**src/logic/acd_defs.vh**
```
/*
 * constants for the auxiliary clock source and divider control block:
 * register byte addresses, field positions, reset values, bus responses.
 * assumes it is included by bare name inside a module body or file top.
 */
`ifndef ACD_DEFS_VH
`define ACD_DEFS_VH

// ============================================================
// register map (byte addresses on the axi4-lite bus)
`define ACD_ADDR_W          8
`define ACD_ADDR_CTRL       8'h00
`define ACD_ADDR_TUNE       8'h04

// ============================================================
// auxiliary clock control fields
`define ACD_CTRL_W          16
`define ACD_BIT_PLL_EN      15
`define ACD_BIT_LOCK        14
`define ACD_BIT_DIV_SRC     13
`define ACD_DIV_HI          10
`define ACD_DIV_LO          8
`define ACD_BIT_REF_PRI     7
`define ACD_BIT_REF_RC      6
`define ACD_CTRL_RESET      16'h2700
`define ACD_CTRL_WMASK      16'ha7c0

// ============================================================
// rc tuning register fields
`define ACD_TUNE_W          6
`define ACD_TUNE_RESET      6'h00
`define ACD_TUNE_STEP_PPM   18'h00ea6
`define ACD_OFFSET_W        18

// ============================================================
// divider code and reference selects
`define ACD_DIV_CODE_W      3
`define ACD_DIV_CODE_MAX    3'h7
`define ACD_DIV_CNT_W       8
`define ACD_REF_NONE        2'h0
`define ACD_REF_PRIMARY     2'h1
`define ACD_REF_RC          2'h2

// ============================================================
// axi4-lite responses
`define ACD_RESP_OKAY       2'h0
`define ACD_RESP_SLVERR     2'h2

`endif

```
**src/logic/acd_axil_slave.v**
```verilog
/*
 * axi4-lite slave front end: takes write address and data in either
 * order, issues one write pulse, then a response; one read at a time.
 * assumes the parent decodes addresses combinationally and returns
 * read data and error flags in the same cycle.
 */
`default_nettype none

`include "acd_defs.vh"

module acd_axil_slave #(
    parameter ADDR_W = 8
) (
    input  wire              core_clk,       // block clock
    input  wire              rst_b,          // async reset, active low
    input  wire [ADDR_W-1:0] s_axi_awaddr,   // write address
    input  wire              s_axi_awvalid,  // write address valid
    output wire              s_axi_awready,  // write address ready
    input  wire [31:0]       s_axi_wdata,    // write data
    input  wire [3:0]        s_axi_wstrb,    // write byte strobes
    input  wire              s_axi_wvalid,   // write data valid
    output wire              s_axi_wready,   // write data ready
    output reg  [1:0]        s_axi_bresp,    // write response
    output reg               s_axi_bvalid,   // write response valid
    input  wire              s_axi_bready,   // write response ready
    input  wire [ADDR_W-1:0] s_axi_araddr,   // read address
    input  wire              s_axi_arvalid,  // read address valid
    output wire              s_axi_arready,  // read address ready
    output reg  [31:0]       s_axi_rdata,    // read data
    output reg  [1:0]        s_axi_rresp,    // read response
    output reg               s_axi_rvalid,   // read data valid
    input  wire              s_axi_rready,   // read data ready
    output wire              wrPulse,        // one-cycle register write
    output reg  [ADDR_W-1:0] wrAddr_ff,      // held write address
    output reg  [31:0]       wrData_ff,      // held write data
    output reg  [3:0]        wrStrb_ff,      // held write strobes
    input  wire              wrErr,          // write address unmapped
    output wire [ADDR_W-1:0] rdAddr,         // read address to decode
    input  wire [31:0]       rdData,         // decoded read data
    input  wire              rdErr           // read address unmapped
);

    reg awHeld_ff;
    reg wHeld_ff;

    // each write channel accepts while its own item is not yet held and no write response is pending
    assign s_axi_awready = !awHeld_ff && !s_axi_bvalid;
    assign s_axi_wready  = !wHeld_ff && !s_axi_bvalid;
    assign wrPulse       = awHeld_ff && wHeld_ff && !s_axi_bvalid;
    assign s_axi_arready = !s_axi_rvalid;
    assign rdAddr        = s_axi_araddr;

    // ============================================================
    // write path
    always @(posedge core_clk or negedge rst_b) begin
        if (!rst_b) begin
            awHeld_ff    <= 1'b0;
            wHeld_ff     <= 1'b0;
            wrAddr_ff    <= {ADDR_W{1'b0}};
            wrData_ff    <= 32'h00000000;
            wrStrb_ff    <= 4'h0;
            s_axi_bvalid <= 1'b0;
            s_axi_bresp  <= `ACD_RESP_OKAY;
        end else begin
            if (s_axi_awvalid && s_axi_awready) begin
                awHeld_ff <= 1'b1;
                wrAddr_ff <= s_axi_awaddr;
            end
            if (s_axi_wvalid && s_axi_wready) begin
                wHeld_ff  <= 1'b1;
                wrData_ff <= s_axi_wdata;
                wrStrb_ff <= s_axi_wstrb;
            end
            // the register update and the response leave together
            if (wrPulse) begin
                awHeld_ff    <= 1'b0;
                wHeld_ff     <= 1'b0;
                s_axi_bvalid <= 1'b1;
                s_axi_bresp  <= wrErr ? `ACD_RESP_SLVERR : `ACD_RESP_OKAY;
            end else if (s_axi_bvalid && s_axi_bready) begin
                s_axi_bvalid <= 1'b0;
            end
        end
    end

    // ============================================================
    // read path: data captured at the address handshake
    always @(posedge core_clk or negedge rst_b) begin
        if (!rst_b) begin
            s_axi_rvalid <= 1'b0;
            s_axi_rdata  <= 32'h00000000;
            s_axi_rresp  <= `ACD_RESP_OKAY;
        end else if (s_axi_arvalid && s_axi_arready) begin
            s_axi_rvalid <= 1'b1;
            s_axi_rdata  <= rdErr ? 32'h00000000 : rdData;
            s_axi_rresp  <= rdErr ? `ACD_RESP_SLVERR : `ACD_RESP_OKAY;
        end else if (s_axi_rvalid && s_axi_rready) begin
            s_axi_rvalid <= 1'b0;
        end
    end

endmodule

`default_nettype wire

```
**src/logic/acd_out_divider.v**
```verilog
/*
 * power-of-two divider for the auxiliary clock output. counts source
 * ticks and emits one output tick per ratio; code 7 passes every tick.
 * assumes source ticks are one-cycle pulses on the block clock.
 */
`default_nettype none

`include "acd_defs.vh"

module acd_out_divider #(
    parameter CODE_W = 3,
    parameter CNT_W  = 8
) (
    input  wire              core_clk,   // block clock
    input  wire              rst_b,      // async reset, active low
    input  wire              srcTick,    // selected source tick
    input  wire [CODE_W-1:0] divCode,    // divide code
    output reg               divTick_ff, // divided output tick
    output reg               divClk_ff   // divided clock level
);

    reg  [CNT_W-1:0]  count_ff;
    reg  [CODE_W-1:0] codeSeen_ff;
    wire [CODE_W-1:0] shiftAmt;
    wire [CNT_W-1:0]  lastCount;

    // ratio is 2**(7-code); last count is ratio minus one
    assign shiftAmt  = `ACD_DIV_CODE_MAX - divCode;
    assign lastCount = ({{(CNT_W-1){1'b0}}, 1'b1} << shiftAmt)
                       - {{(CNT_W-1){1'b0}}, 1'b1};

    // a new code restarts the count so no short period is seen
    always @(posedge core_clk or negedge rst_b) begin
        if (!rst_b) begin
            count_ff    <= {CNT_W{1'b0}};
            codeSeen_ff <= `ACD_DIV_CODE_MAX;
            divTick_ff  <= 1'b0;
            divClk_ff   <= 1'b0;
        end else begin
            codeSeen_ff <= divCode;
            divTick_ff  <= 1'b0;
            if (codeSeen_ff != divCode) begin
                count_ff <= {CNT_W{1'b0}};
            end else if (srcTick) begin
                if (count_ff >= lastCount) begin
                    count_ff   <= {CNT_W{1'b0}};
                    divTick_ff <= 1'b1;
                    divClk_ff  <= !divClk_ff;
                end else begin
                    count_ff <= count_ff + {{(CNT_W-1){1'b0}}, 1'b1};
                end
            end
        end
    end

endmodule

`default_nettype wire

```
**src/logic/acd_aux_clock_ctrl.v**
```verilog
/*
 * auxiliary clock source and divider control: holds the auxiliary
 * clock control and rc tuning registers behind an axi4-lite slave,
 * steers the auxiliary pll enable and reference, picks the divider
 * source and runs the output divider.
 * assumes: the analog pll lock pin is asynchronous; source ticks come
 * from logic on core_clk; porRst_b is asserted only at power-on while
 * rst_b is asserted on every reset including power-on.
 */
// Implementation choices: the address map and the AXI4-Lite register port.
`default_nettype none

`include "acd_defs.vh"

module acd_aux_clock_ctrl #(
    parameter ADDR_W = `ACD_ADDR_W
) (
    input  wire              core_clk,       // block clock, 20 MHz
    input  wire              rst_b,          // any reset, active low
    input  wire              porRst_b,       // power-on reset, active low
    input  wire [ADDR_W-1:0] s_axi_awaddr,   // write address
    input  wire              s_axi_awvalid,  // write address valid
    output wire              s_axi_awready,  // write address ready
    input  wire [31:0]       s_axi_wdata,    // write data
    input  wire [3:0]        s_axi_wstrb,    // write byte strobes
    input  wire              s_axi_wvalid,   // write data valid
    output wire              s_axi_wready,   // write data ready
    output wire [1:0]        s_axi_bresp,    // write response
    output wire              s_axi_bvalid,   // write response valid
    input  wire              s_axi_bready,   // write response ready
    input  wire [ADDR_W-1:0] s_axi_araddr,   // read address
    input  wire              s_axi_arvalid,  // read address valid
    output wire              s_axi_arready,  // read address ready
    output wire [31:0]       s_axi_rdata,    // read data
    output wire [1:0]        s_axi_rresp,    // read response
    output wire              s_axi_rvalid,   // read data valid
    input  wire              s_axi_rready,   // read data ready
    input  wire              pllLockPin,     // raw pll lock, async
    input  wire              auxOscTick,     // aux oscillator tick
    input  wire              vcoTick,        // primary pll vco tick
    output reg               auxPllRun_ff,   // pll enable to analog
    output reg  [1:0]        pllRefSel_ff,   // pll reference mux
    output reg               divSrcAux_ff,   // divider source mux
    output wire              auxClkTick,     // divided output tick
    output wire              auxClkOut,      // divided output level
    output reg  [`ACD_TUNE_W-1:0]   rcTuneCode_ff,  // rc trim code
    output reg  [`ACD_OFFSET_W-1:0] rcOffsetPpm_ff, // signed trim ppm
    output reg               auxPllLocked_ff // qualified lock flag
);

    // ============================================================
    // declarations
    // fields, power-on reset only
    reg                        pllEnable_ff;
    reg                        divSrcSel_ff;
    reg  [`ACD_DIV_CODE_W-1:0] divCode_ff;
    reg                        refPrimary_ff;
    reg                        refRc_ff;

    // lock sync and source tick
    reg                        lockMeta_ff;
    reg                        lockSync_ff;
    reg                        srcTick_ff;

    // decode and write merge
    reg  [1:0]                 nxt_pllRefSel;
    reg  [`ACD_CTRL_W-1:0]     ctrlRead;
    reg  [`ACD_CTRL_W-1:0]     ctrlMerged;
    reg  [`ACD_CTRL_W-1:0]     ctrlNew;
    reg  [`ACD_TUNE_W-1:0]     tuneNew;
    reg  [31:0]                rdData;
    reg                        rdErr;
    reg                        wrErr;

    // bus slave side
    wire                       wrPulse;
    wire [ADDR_W-1:0]          wrAddr;
    wire [31:0]                wrData;
    wire [3:0]                 wrStrb;
    wire [ADDR_W-1:0]          rdAddr;
    wire                       wrCtrl;
    wire                       wrTune;
    wire                       refValid;
    wire [`ACD_OFFSET_W-1:0]   tuneSext;

    // ============================================================
    // bus slave
    // one write and one read at a time
    acd_axil_slave #(
        .ADDR_W (ADDR_W)
    ) u_slave (
        .core_clk      (core_clk),
        .rst_b         (rst_b),
        .s_axi_awaddr  (s_axi_awaddr),
        .s_axi_awvalid (s_axi_awvalid),
        .s_axi_awready (s_axi_awready),
        .s_axi_wdata   (s_axi_wdata),
        .s_axi_wstrb   (s_axi_wstrb),
        .s_axi_wvalid  (s_axi_wvalid),
        .s_axi_wready  (s_axi_wready),
        .s_axi_bresp   (s_axi_bresp),
        .s_axi_bvalid  (s_axi_bvalid),
        .s_axi_bready  (s_axi_bready),
        .s_axi_araddr  (s_axi_araddr),
        .s_axi_arvalid (s_axi_arvalid),
        .s_axi_arready (s_axi_arready),
        .s_axi_rdata   (s_axi_rdata),
        .s_axi_rresp   (s_axi_rresp),
        .s_axi_rvalid  (s_axi_rvalid),
        .s_axi_rready  (s_axi_rready),
        .wrPulse       (wrPulse),
        .wrAddr_ff     (wrAddr),
        .wrData_ff     (wrData),
        .wrStrb_ff     (wrStrb),
        .wrErr         (wrErr),
        .rdAddr        (rdAddr),
        .rdData        (rdData),
        .rdErr         (rdErr)
    );

    // ============================================================
    // address decode; unmapped addresses answer with slverr
    // an error write moves no register
    assign wrCtrl = wrPulse && (wrAddr == `ACD_ADDR_CTRL);
    assign wrTune = wrPulse && (wrAddr == `ACD_ADDR_TUNE);

    always @* begin
        wrErr = (wrAddr != `ACD_ADDR_CTRL) && (wrAddr != `ACD_ADDR_TUNE);
        rdErr = (rdAddr != `ACD_ADDR_CTRL) && (rdAddr != `ACD_ADDR_TUNE);
    end

    // ============================================================
    // control register image; holes stay zero
    // bit 14 shows the qualified flag
    always @* begin
        ctrlRead = {`ACD_CTRL_W{1'b0}};
        ctrlRead[`ACD_BIT_PLL_EN]             = pllEnable_ff;
        ctrlRead[`ACD_BIT_LOCK]               = auxPllLocked_ff;
        ctrlRead[`ACD_BIT_DIV_SRC]            = divSrcSel_ff;
        ctrlRead[`ACD_DIV_HI:`ACD_DIV_LO]     = divCode_ff;
        ctrlRead[`ACD_BIT_REF_PRI]            = refPrimary_ff;
        ctrlRead[`ACD_BIT_REF_RC]             = refRc_ff;
    end

    // byte strobes pick lanes; the mask drops lock and hole bits
    // lanes 31:16 are dropped
    always @* begin
        ctrlMerged = ctrlRead;
        if (wrStrb[0]) begin
            ctrlMerged[7:0] = wrData[7:0];
        end
        if (wrStrb[1]) begin
            ctrlMerged[15:8] = wrData[15:8];
        end
        ctrlNew = ctrlMerged & `ACD_CTRL_WMASK;
        tuneNew = wrStrb[0] ? wrData[`ACD_TUNE_W-1:0] : rcTuneCode_ff;
    end

    // read mux: narrow registers sit in the low bits
    // upper bits always read 0
    always @* begin
        rdData = 32'h00000000;
        if (rdAddr == `ACD_ADDR_CTRL) begin
            rdData[`ACD_CTRL_W-1:0] = ctrlRead;
        end else if (rdAddr == `ACD_ADDR_TUNE) begin
            rdData[`ACD_TUNE_W-1:0] = rcTuneCode_ff;
        end
    end

    // ============================================================
    // control register: like the trim, it survives warm resets
    // a warm reset keeps the setting; the
    // analog copies below drop on rst_b
    always @(posedge core_clk or negedge porRst_b) begin
        if (!porRst_b) begin
            pllEnable_ff  <= 1'b0;
            divSrcSel_ff  <= 1'b1;
            divCode_ff    <= `ACD_DIV_CODE_MAX;
            refPrimary_ff <= 1'b0;
            refRc_ff      <= 1'b0;
        end else if (wrCtrl) begin
            pllEnable_ff  <= ctrlNew[`ACD_BIT_PLL_EN];
            divSrcSel_ff  <= ctrlNew[`ACD_BIT_DIV_SRC];
            divCode_ff    <= ctrlNew[`ACD_DIV_HI:`ACD_DIV_LO];
            refPrimary_ff <= ctrlNew[`ACD_BIT_REF_PRI];
            refRc_ff      <= ctrlNew[`ACD_BIT_REF_RC];
        end
    end

    // ============================================================
    // rc tuning register, cleared by power-on reset alone
    // strobe lane 0 low keeps the code
    always @(posedge core_clk or negedge porRst_b) begin
        if (!porRst_b) begin
            rcTuneCode_ff <= `ACD_TUNE_RESET;
        end else if (wrTune) begin
            rcTuneCode_ff <= tuneNew;
        end
    end

    // signed trim in ppm of nominal: two's complement code times step
    // nominal step; real slope varies
    assign tuneSext = {{(`ACD_OFFSET_W-`ACD_TUNE_W){rcTuneCode_ff[
                        `ACD_TUNE_W-1]}}, rcTuneCode_ff};

    // offset follows the code
    always @(posedge core_clk or negedge porRst_b) begin
        if (!porRst_b) begin
            rcOffsetPpm_ff <= {`ACD_OFFSET_W{1'b0}};
        end else begin
            rcOffsetPpm_ff <= tuneSext * `ACD_TUNE_STEP_PPM;
        end
    end

    // ============================================================
    // pll reference: rc select overrides the primary select
    // both bits set pick the rc path
    always @* begin
        if (refRc_ff) begin
            nxt_pllRefSel = `ACD_REF_RC;
        end else if (refPrimary_ff) begin
            nxt_pllRefSel = `ACD_REF_PRIMARY;
        end else begin
            nxt_pllRefSel = `ACD_REF_NONE;
        end
    end

    // lock needs a chosen reference
    assign refValid = (pllRefSel_ff != `ACD_REF_NONE);

    // analog controls are registered so they never glitch
    // one cycle late but glitch free
    always @(posedge core_clk or negedge rst_b) begin
        if (!rst_b) begin
            auxPllRun_ff <= 1'b0;
            pllRefSel_ff <= `ACD_REF_NONE;
            divSrcAux_ff <= 1'b1;
        end else begin
            auxPllRun_ff <= pllEnable_ff;
            pllRefSel_ff <= nxt_pllRefSel;
            divSrcAux_ff <= divSrcSel_ff;
        end
    end

    // ============================================================
    // lock pin synchroniser, then qualified by enable and reference
    // only lockSync_ff reads lockMeta_ff;
    // a lost lock clears in three edges
    always @(posedge core_clk or negedge rst_b) begin
        if (!rst_b) begin
            lockMeta_ff     <= 1'b0;
            lockSync_ff     <= 1'b0;
            auxPllLocked_ff <= 1'b0;
        end else begin
            lockMeta_ff     <= pllLockPin;
            lockSync_ff     <= lockMeta_ff;
            // a stale analog lock must not show once the pll is off
            auxPllLocked_ff <= lockSync_ff && auxPllRun_ff
                               && refValid;
        end
    end

    // ============================================================
    // divider source mux, registered to give a clean tick
    // a source switch may stretch a period
    always @(posedge core_clk or negedge rst_b) begin
        if (!rst_b) begin
            srcTick_ff <= 1'b0;
        end else begin
            srcTick_ff <= divSrcAux_ff ? auxOscTick : vcoTick;
        end
    end

    // output divider; a new code restarts
    // the count and may lose one tick
    acd_out_divider #(
        .CODE_W (`ACD_DIV_CODE_W),
        .CNT_W  (`ACD_DIV_CNT_W)
    ) u_div (
        .core_clk   (core_clk),
        .rst_b      (rst_b),
        .srcTick    (srcTick_ff),
        .divCode    (divCode_ff),
        .divTick_ff (auxClkTick),
        .divClk_ff  (auxClkOut)
    );

endmodule

`default_nettype wire

```
**config.mk**
```make
export PLATFORM = sky130hd
export DESIGN_NAME = acd_aux_clock_ctrl
export DESIGN_NICKNAME = d
export VERILOG_FILES = /design/src/logic/acd_axil_slave.v /design/src/logic/acd_out_divider.v /design/src/logic/acd_aux_clock_ctrl.v
export VERILOG_INCLUDE_DIRS = /design/src /design/src/logic
export SDC_FILE = /design/constraint.sdc
export NUM_CORES = 1
export LEC_CHECK = 0
export BUFFER_PORTS_ARGS = -buffer_cell sky130_fd_sc_hd__buf_2
export CAP_MARGIN = 40
export CORE_UTILIZATION = 40
export CTS_CLUSTER_DIAMETER = 150
export DETAILED_ROUTE_END_ITERATION = 8
export GPL_TIMING_DRIVEN = 0
export MAX_ROUTING_LAYER = met4
export PLACE_DENSITY_LB_ADDON = 0.3
export REMOVE_ABC_BUFFERS = 1
export SYNTH_ARGS = -nofsm -noshare
export SYNTH_HDL_FRONTEND = slang
export SYNTH_HIERARCHICAL = 1
export SYNTH_SLANG_ARGS = --single-unit
```
**constraint.sdc**
```tcl
create_clock -name core_clk -period 4.4 [get_ports core_clk]
set_input_delay 0.22 -clock core_clk [delete_from_list [all_inputs] [get_ports core_clk]]
set_output_delay 0.22 -clock core_clk [all_outputs]
set_load 0.02 [all_outputs]
```
# Yosys cells after proc, flatten, opt, wreduce, memory -nomap -nowiden
# Index checks and enable logic that the tools add are counted.
# W data, S select, Z words.
dict set report totals {
  reg_bits 117
  output_inout_bits 72
  wordCells 97
  inputBits 63
}
dict set report op_classes {
  multipliers 1
  n_lt_le_gt_ge 1
  muxes 23
  shift 1
  reduce_logical 34
  add_sub_neg 3
  n_eq_ne 5
  bitwise_logic 1
}
# operator count
set ops {}
lappend ops {{$mux W8} 3}
lappend ops {{$mul A18 B11 Y17 const B} 1}
lappend ops {{$eq A8 B3 Y1 const B} 2}
lappend ops {{$logic_not A8 Y1} 2}
lappend ops {{$mux W16} 1}
lappend ops {{$ne A8 B3 Y1 const B} 2}
lappend ops {{$reduce_bool A8 Y1} 2}
lappend ops {{$logic_and A1 B1 Y1} 15}
lappend ops {{$mux W1} 13}
lappend ops {{$mux W6} 2}
lappend ops {{$reduce_bool A2 Y1} 6}
lappend ops {{$mux W10} 1}
lappend ops {{$add A8 B1 Y8 const B} 1}
lappend ops {{$ge A8 B8 Y1} 1}
lappend ops {{$shl A1 B3 Y8 const A} 1}
lappend ops {{$sub A8 B1 Y8 const B} 1}
lappend ops {{$mux W2} 3}
lappend ops {{$reduce_and A2 Y1} 3}
lappend ops {{$logic_not A1 Y1} 5}
lappend ops {{$ne A3 B3 Y1} 1}
lappend ops {{$reduce_and A3 Y1} 1}
lappend ops {{$sub A3 B3 Y3 const A} 1}
lappend ops {{$not A1 Y1} 1}

# Longest topological paths before layout
dict set report depth {
  word_depth 7
  depth_mapped 17
  ltp_nobuf 16
}

# Modules after synthesis
# The synthesis kept the hierarchy.
# mod seq_area_each_um2 cells_per_inst area_per_inst_um2 n_inst
set by_module_without_submodules {}
lappend by_module_without_submodules {acd_axil_slave 2052.0 230 3555.9 1}
lappend by_module_without_submodules {acd_aux_clock_ctrl 957.2 300 3057.9 1}
lappend by_module_without_submodules {acd_out_divider 329.1 100 998.5 1}

# Worst setup path after synthesis
# Ideal clock, no wire load.
dict set report synth_path {
  path_type {register -> register}
  start {reg rcTuneCode_ff[5]}
  end {reg rcOffsetPpm_ff[17]}
  setup_time_ns 0.122
  slack_ns -0.321
  path_stages_with_launch 14
  arrival_time_ns 4.599
  required_time_ns 4.278
  n_path_buf 1
  period_less_slack_ns 4.721
  path_cell_list {dfrtp_1 clkbuf_1 inv_1 fa_1 fa_1 xor2_1 ha_1 inv_1 fa_1 inv_1 ha_1 a21o_1 or4_1 a32o_1}
}
dict set report synth_via {
  elab_chain_cells 1
}
# item line_no
set synth_lines {}
lappend synth_lines {{start: declaration} acd_aux_clock_ctrl.v:46} ;# output reg [`ACD_TUNE_W-1:0] rcTuneCode_ff,
lappend synth_lines {{start signal: assignment} acd_aux_clock_ctrl.v:195} ;# rcTuneCode_ff <= `ACD_TUNE_RESET;
lappend synth_lines {{start signal: assignment} acd_aux_clock_ctrl.v:197} ;# rcTuneCode_ff <= tuneNew;
lappend synth_lines {{$mul A18 B11 Y17 (no line)} n/a}
lappend synth_lines {{end signal: assignment} acd_aux_clock_ctrl.v:209} ;# rcOffsetPpm_ff <= {`ACD_OFFSET_W{1'b0}};
lappend synth_lines {{end signal: assignment} acd_aux_clock_ctrl.v:211} ;# rcOffsetPpm_ff <= tuneSext * `ACD_TUNE_STEP_PPM;
lappend synth_lines {{end: declaration} acd_aux_clock_ctrl.v:47} ;# output reg [`ACD_OFFSET_W-1:0] rcOffsetPpm_ff,
# No other way between the ends.
# A chain may end at the register's enable or synchronous reset.

# Worst setup path in the final report
dict set report layout_path {
  start {reg rcTuneCode_ff[1]}
  end {reg rcOffsetPpm_ff[17]}
}
# The elaborated chain is that of the path after synthesis.

==> run_results.csv <==
group,metric,value,unit
run_status,status,"complete, no violations",
route,drc,0,
synth,syn_area,6794,sq um
floorplanning,ios,135,
layout,drive_gt1_frac,0.3444,
route,wl_per_cell,14.27,um
timing,hold_violations,0,
layout,syn_to_final_growth,17.75,%
min_path,hold_class,"in2reg",
worst_setup_path,cp-start-kind,"flop",
grt,grt_pass1_wl,22760,um
worst_setup_path,path_max_fanout,6,
floorplanning,dieArea,17510,sq um
route,ant_nets,0,
clocking,cts_tree,"done",
route,dr_total_vias,4522,
timing,rsz0062_at_grt,"no",
grt,grt_antenna_before_repair,1,
timing,finalClockSkew,0.009554,ns
route,via_per_inst,4.790,
worst_setup_path,worstSetupPathType,"reg2reg",
placement,dpl_cell_area,7551,sq um
timing,final_max_slew_viol_count,0,
synth,yosysWarnings,6,
worst_setup_path,crit_path_end_kind,"flop",
placement,dp_hpwl,10130,um
grt,grt_usage,0.1676,
power_and_ir_drop,irDropWorstVdd,228.5,uV
placement,port_buffers,110,
layout,final_core_util,0.4824,
timing,layout_setup_ws,0.1884,ns
placement,gp_congestion,0.8625,
floorplanning,start_util,0.4097,
timing,setup_viol,0,
clocking,clockRootBuffer,"clkbuf_16",
clocking,cts_max_path_buffers,2,
placement,pre_cts_ws,-0.6481,ns
grt,grt_pass1_vias,4637,
grt,overflow,0,
clocking,clkLatencyLatePin,0.36,ns
layout,final_design_area_no_fill,8000,sq um
clocking,clock_sinks,112,
synth,syn_area_per_cell,11.55,sq um
timing,finalCritPeriodShare,0.9572,
timing,slew_headroom,0.5242,
route,drt_iter0_drc,163,
flow_run,cap_violations,0,
floorplanning,die_h,132.3,um
clocking,cts_buffers,9,
floorplanning,core_area,16580,sq um
floorplanning,dieWidth,132.3,um
route,routed_wl,13470,um
route,drt_pass1_iterations,4,
floorplanning,num_rows,47,
timing,fmax,237.4,MHz
timing,period_minus_slack,4.212,ns
clocking,h-tree-depth,3,
layout,nets,854,
clocking,path_clk_slew,0.08,ns
worst_setup_path,arrival,4.46,ns
synth,syn_inst,588,
layout,fillers,1547,
power_and_ir_drop,p_per_area,423.2,nW/um^2
grt,grt_max_degree,45,
timing,worst_pin_slew,0.7137,ns
power_and_ir_drop,leakagePower,4.290,nW
worst_setup_path,required,4.65,ns
-- metal layers --
layer	up-vias	share of wire	global-route usage
met5	-	0	-
li1	2201	-	-
met1	2236	0.46	0.2177
met4	0	0.021	0.06769
met3	21	0.024	0.02345
met2	64	0.49	0.2637
-- cell type report --
cell class	count	area, sq um	share of cell area
Antenna cell	1	2.502	0.0003128
Clock buffer	9	225.2	0.02815
Clock inverter	7	73.82	0.009227
Inverter	71	274.0	0.03425
Multi-Input combinational cell	395	3576	0.4470
Sequential cell	112	2823	0.3528
Tap cell	220	275.3	0.03441
Timing Repair Buffer	129	750.7	0.09384
-- path summary, 6_finish.rpt --
check / slack, ns / end / cells after the start / from
max in group asynchronous: 3.37 / u_div/codeSeen_ff[2] / 3 / rst_b
setup / recovery: 0.19 / rcOffsetPpm_ff[17] / 13 / rcTuneCode_ff[1]
hold reg to reg: 0.35 / lockSync_ff / 0 / lockMeta_ff
hold / removal: 0.03 / u_slave/s_axi_rvalid / 2 / s_axi_rready
setup reg to reg: 0.19 / rcOffsetPpm_ff[17] / 13 / rcTuneCode_ff[1]
min in group asynchronous: 0.38 / u_div/count_ff[6] / 2 / rst_b
-- critical path: stages, from the launching register on --
cell	delay [ns]
dfrtp_2	0.43
buf_4	0.14
fa_1	0.51
fa_1	0.44
fa_1	0.48
ha_1	0.29
inv_1	0.05
fa_1	0.49
inv_1	0.04
ha_2	0.32
nand4_1	0.10
a21oi_1	0.09
or4_1	0.50
a32o_1	0.22
-- power breakdown --
group	internal, mW	switching (mW)	leakage [nW]
registers	1.25	0.167	1.44
logic	0.547	0.610	2.71
clock network	0.402	0.414	0.144
total	2.19	1.19	4.29
-- state kept, by name, indices dropped and copies added (netlist names), 2 cells and up --
signal,count
u_slave/s_axi_rdata,32
u_slave/wrStrb_ff,2
divCode_ff,3
u_div/codeSeen_ff,3
rcTuneCode_ff,6
rcOffsetPpm_ff,17
pllRefSel_ff,2
u_slave/wrAddr_ff,8
u_slave/wrData_ff,13
u_div/count_ff,8
-- cells in the final DEF, fill, tap and decap left out, types with 4 or more instances in the layout --
| cell | count |
|---|---|
| nand2_1 | 14 |
| dfstp_2 | 8 |
| and2_1 | 8 |
| and3_1 | 4 |
| o21ai_0 | 11 |
| ha_1 | 50 |
| nand3b_1 | 4 |
| a211oi_1 | 4 |
| buf_2 | 109 |
| nand3_1 | 13 |
| a21oi_1 | 18 |
| xnor2_1 | 17 |
| nand4_1 | 5 |
| dfrtp_1 | 98 |
| xor2_1 | 8 |
| o22ai_1 | 4 |
| mux2_2 | 57 |
| fa_1 | 21 |
| mux2_4 | 15 |
| nor2_1 | 15 |
| a21o_1 | 7 |
| nor3_1 | 7 |
| inv_1 | 69 |
| and2b_1 | 13 |
| dfrtp_2 | 5 |
| clkbuf_16 | 9 |
| buf_4 | 13 |
| conb_1 | 22 |
| nand2b_1 | 6 |
| a31oi_1 | 5 |
| nor2b_1 | 25 |
-- metrics by stage --
stage	hold slack, ns	setup TNS (ns)	power, mW	cells
floorplan	-0.07559	-0.3934	2.248	578
global placement	0.2850	-1.062	2.505	908
detailed placement	0.2299	-1.218	2.570	912
CTS	0.01518	0	3.409	932
global route	0.02453	0	3.626	944
finish	0.03081	0	3.386	944
-- repair_timing --
item,in CTS,in global routing
setup buffers,1,11
cloned,0,0
setup endpoints to repair,4,4
resized for setup,6,6
hold buffers,3,0
endpoints found under the hold margin,63,0
(Power assumes the default switching activity.)
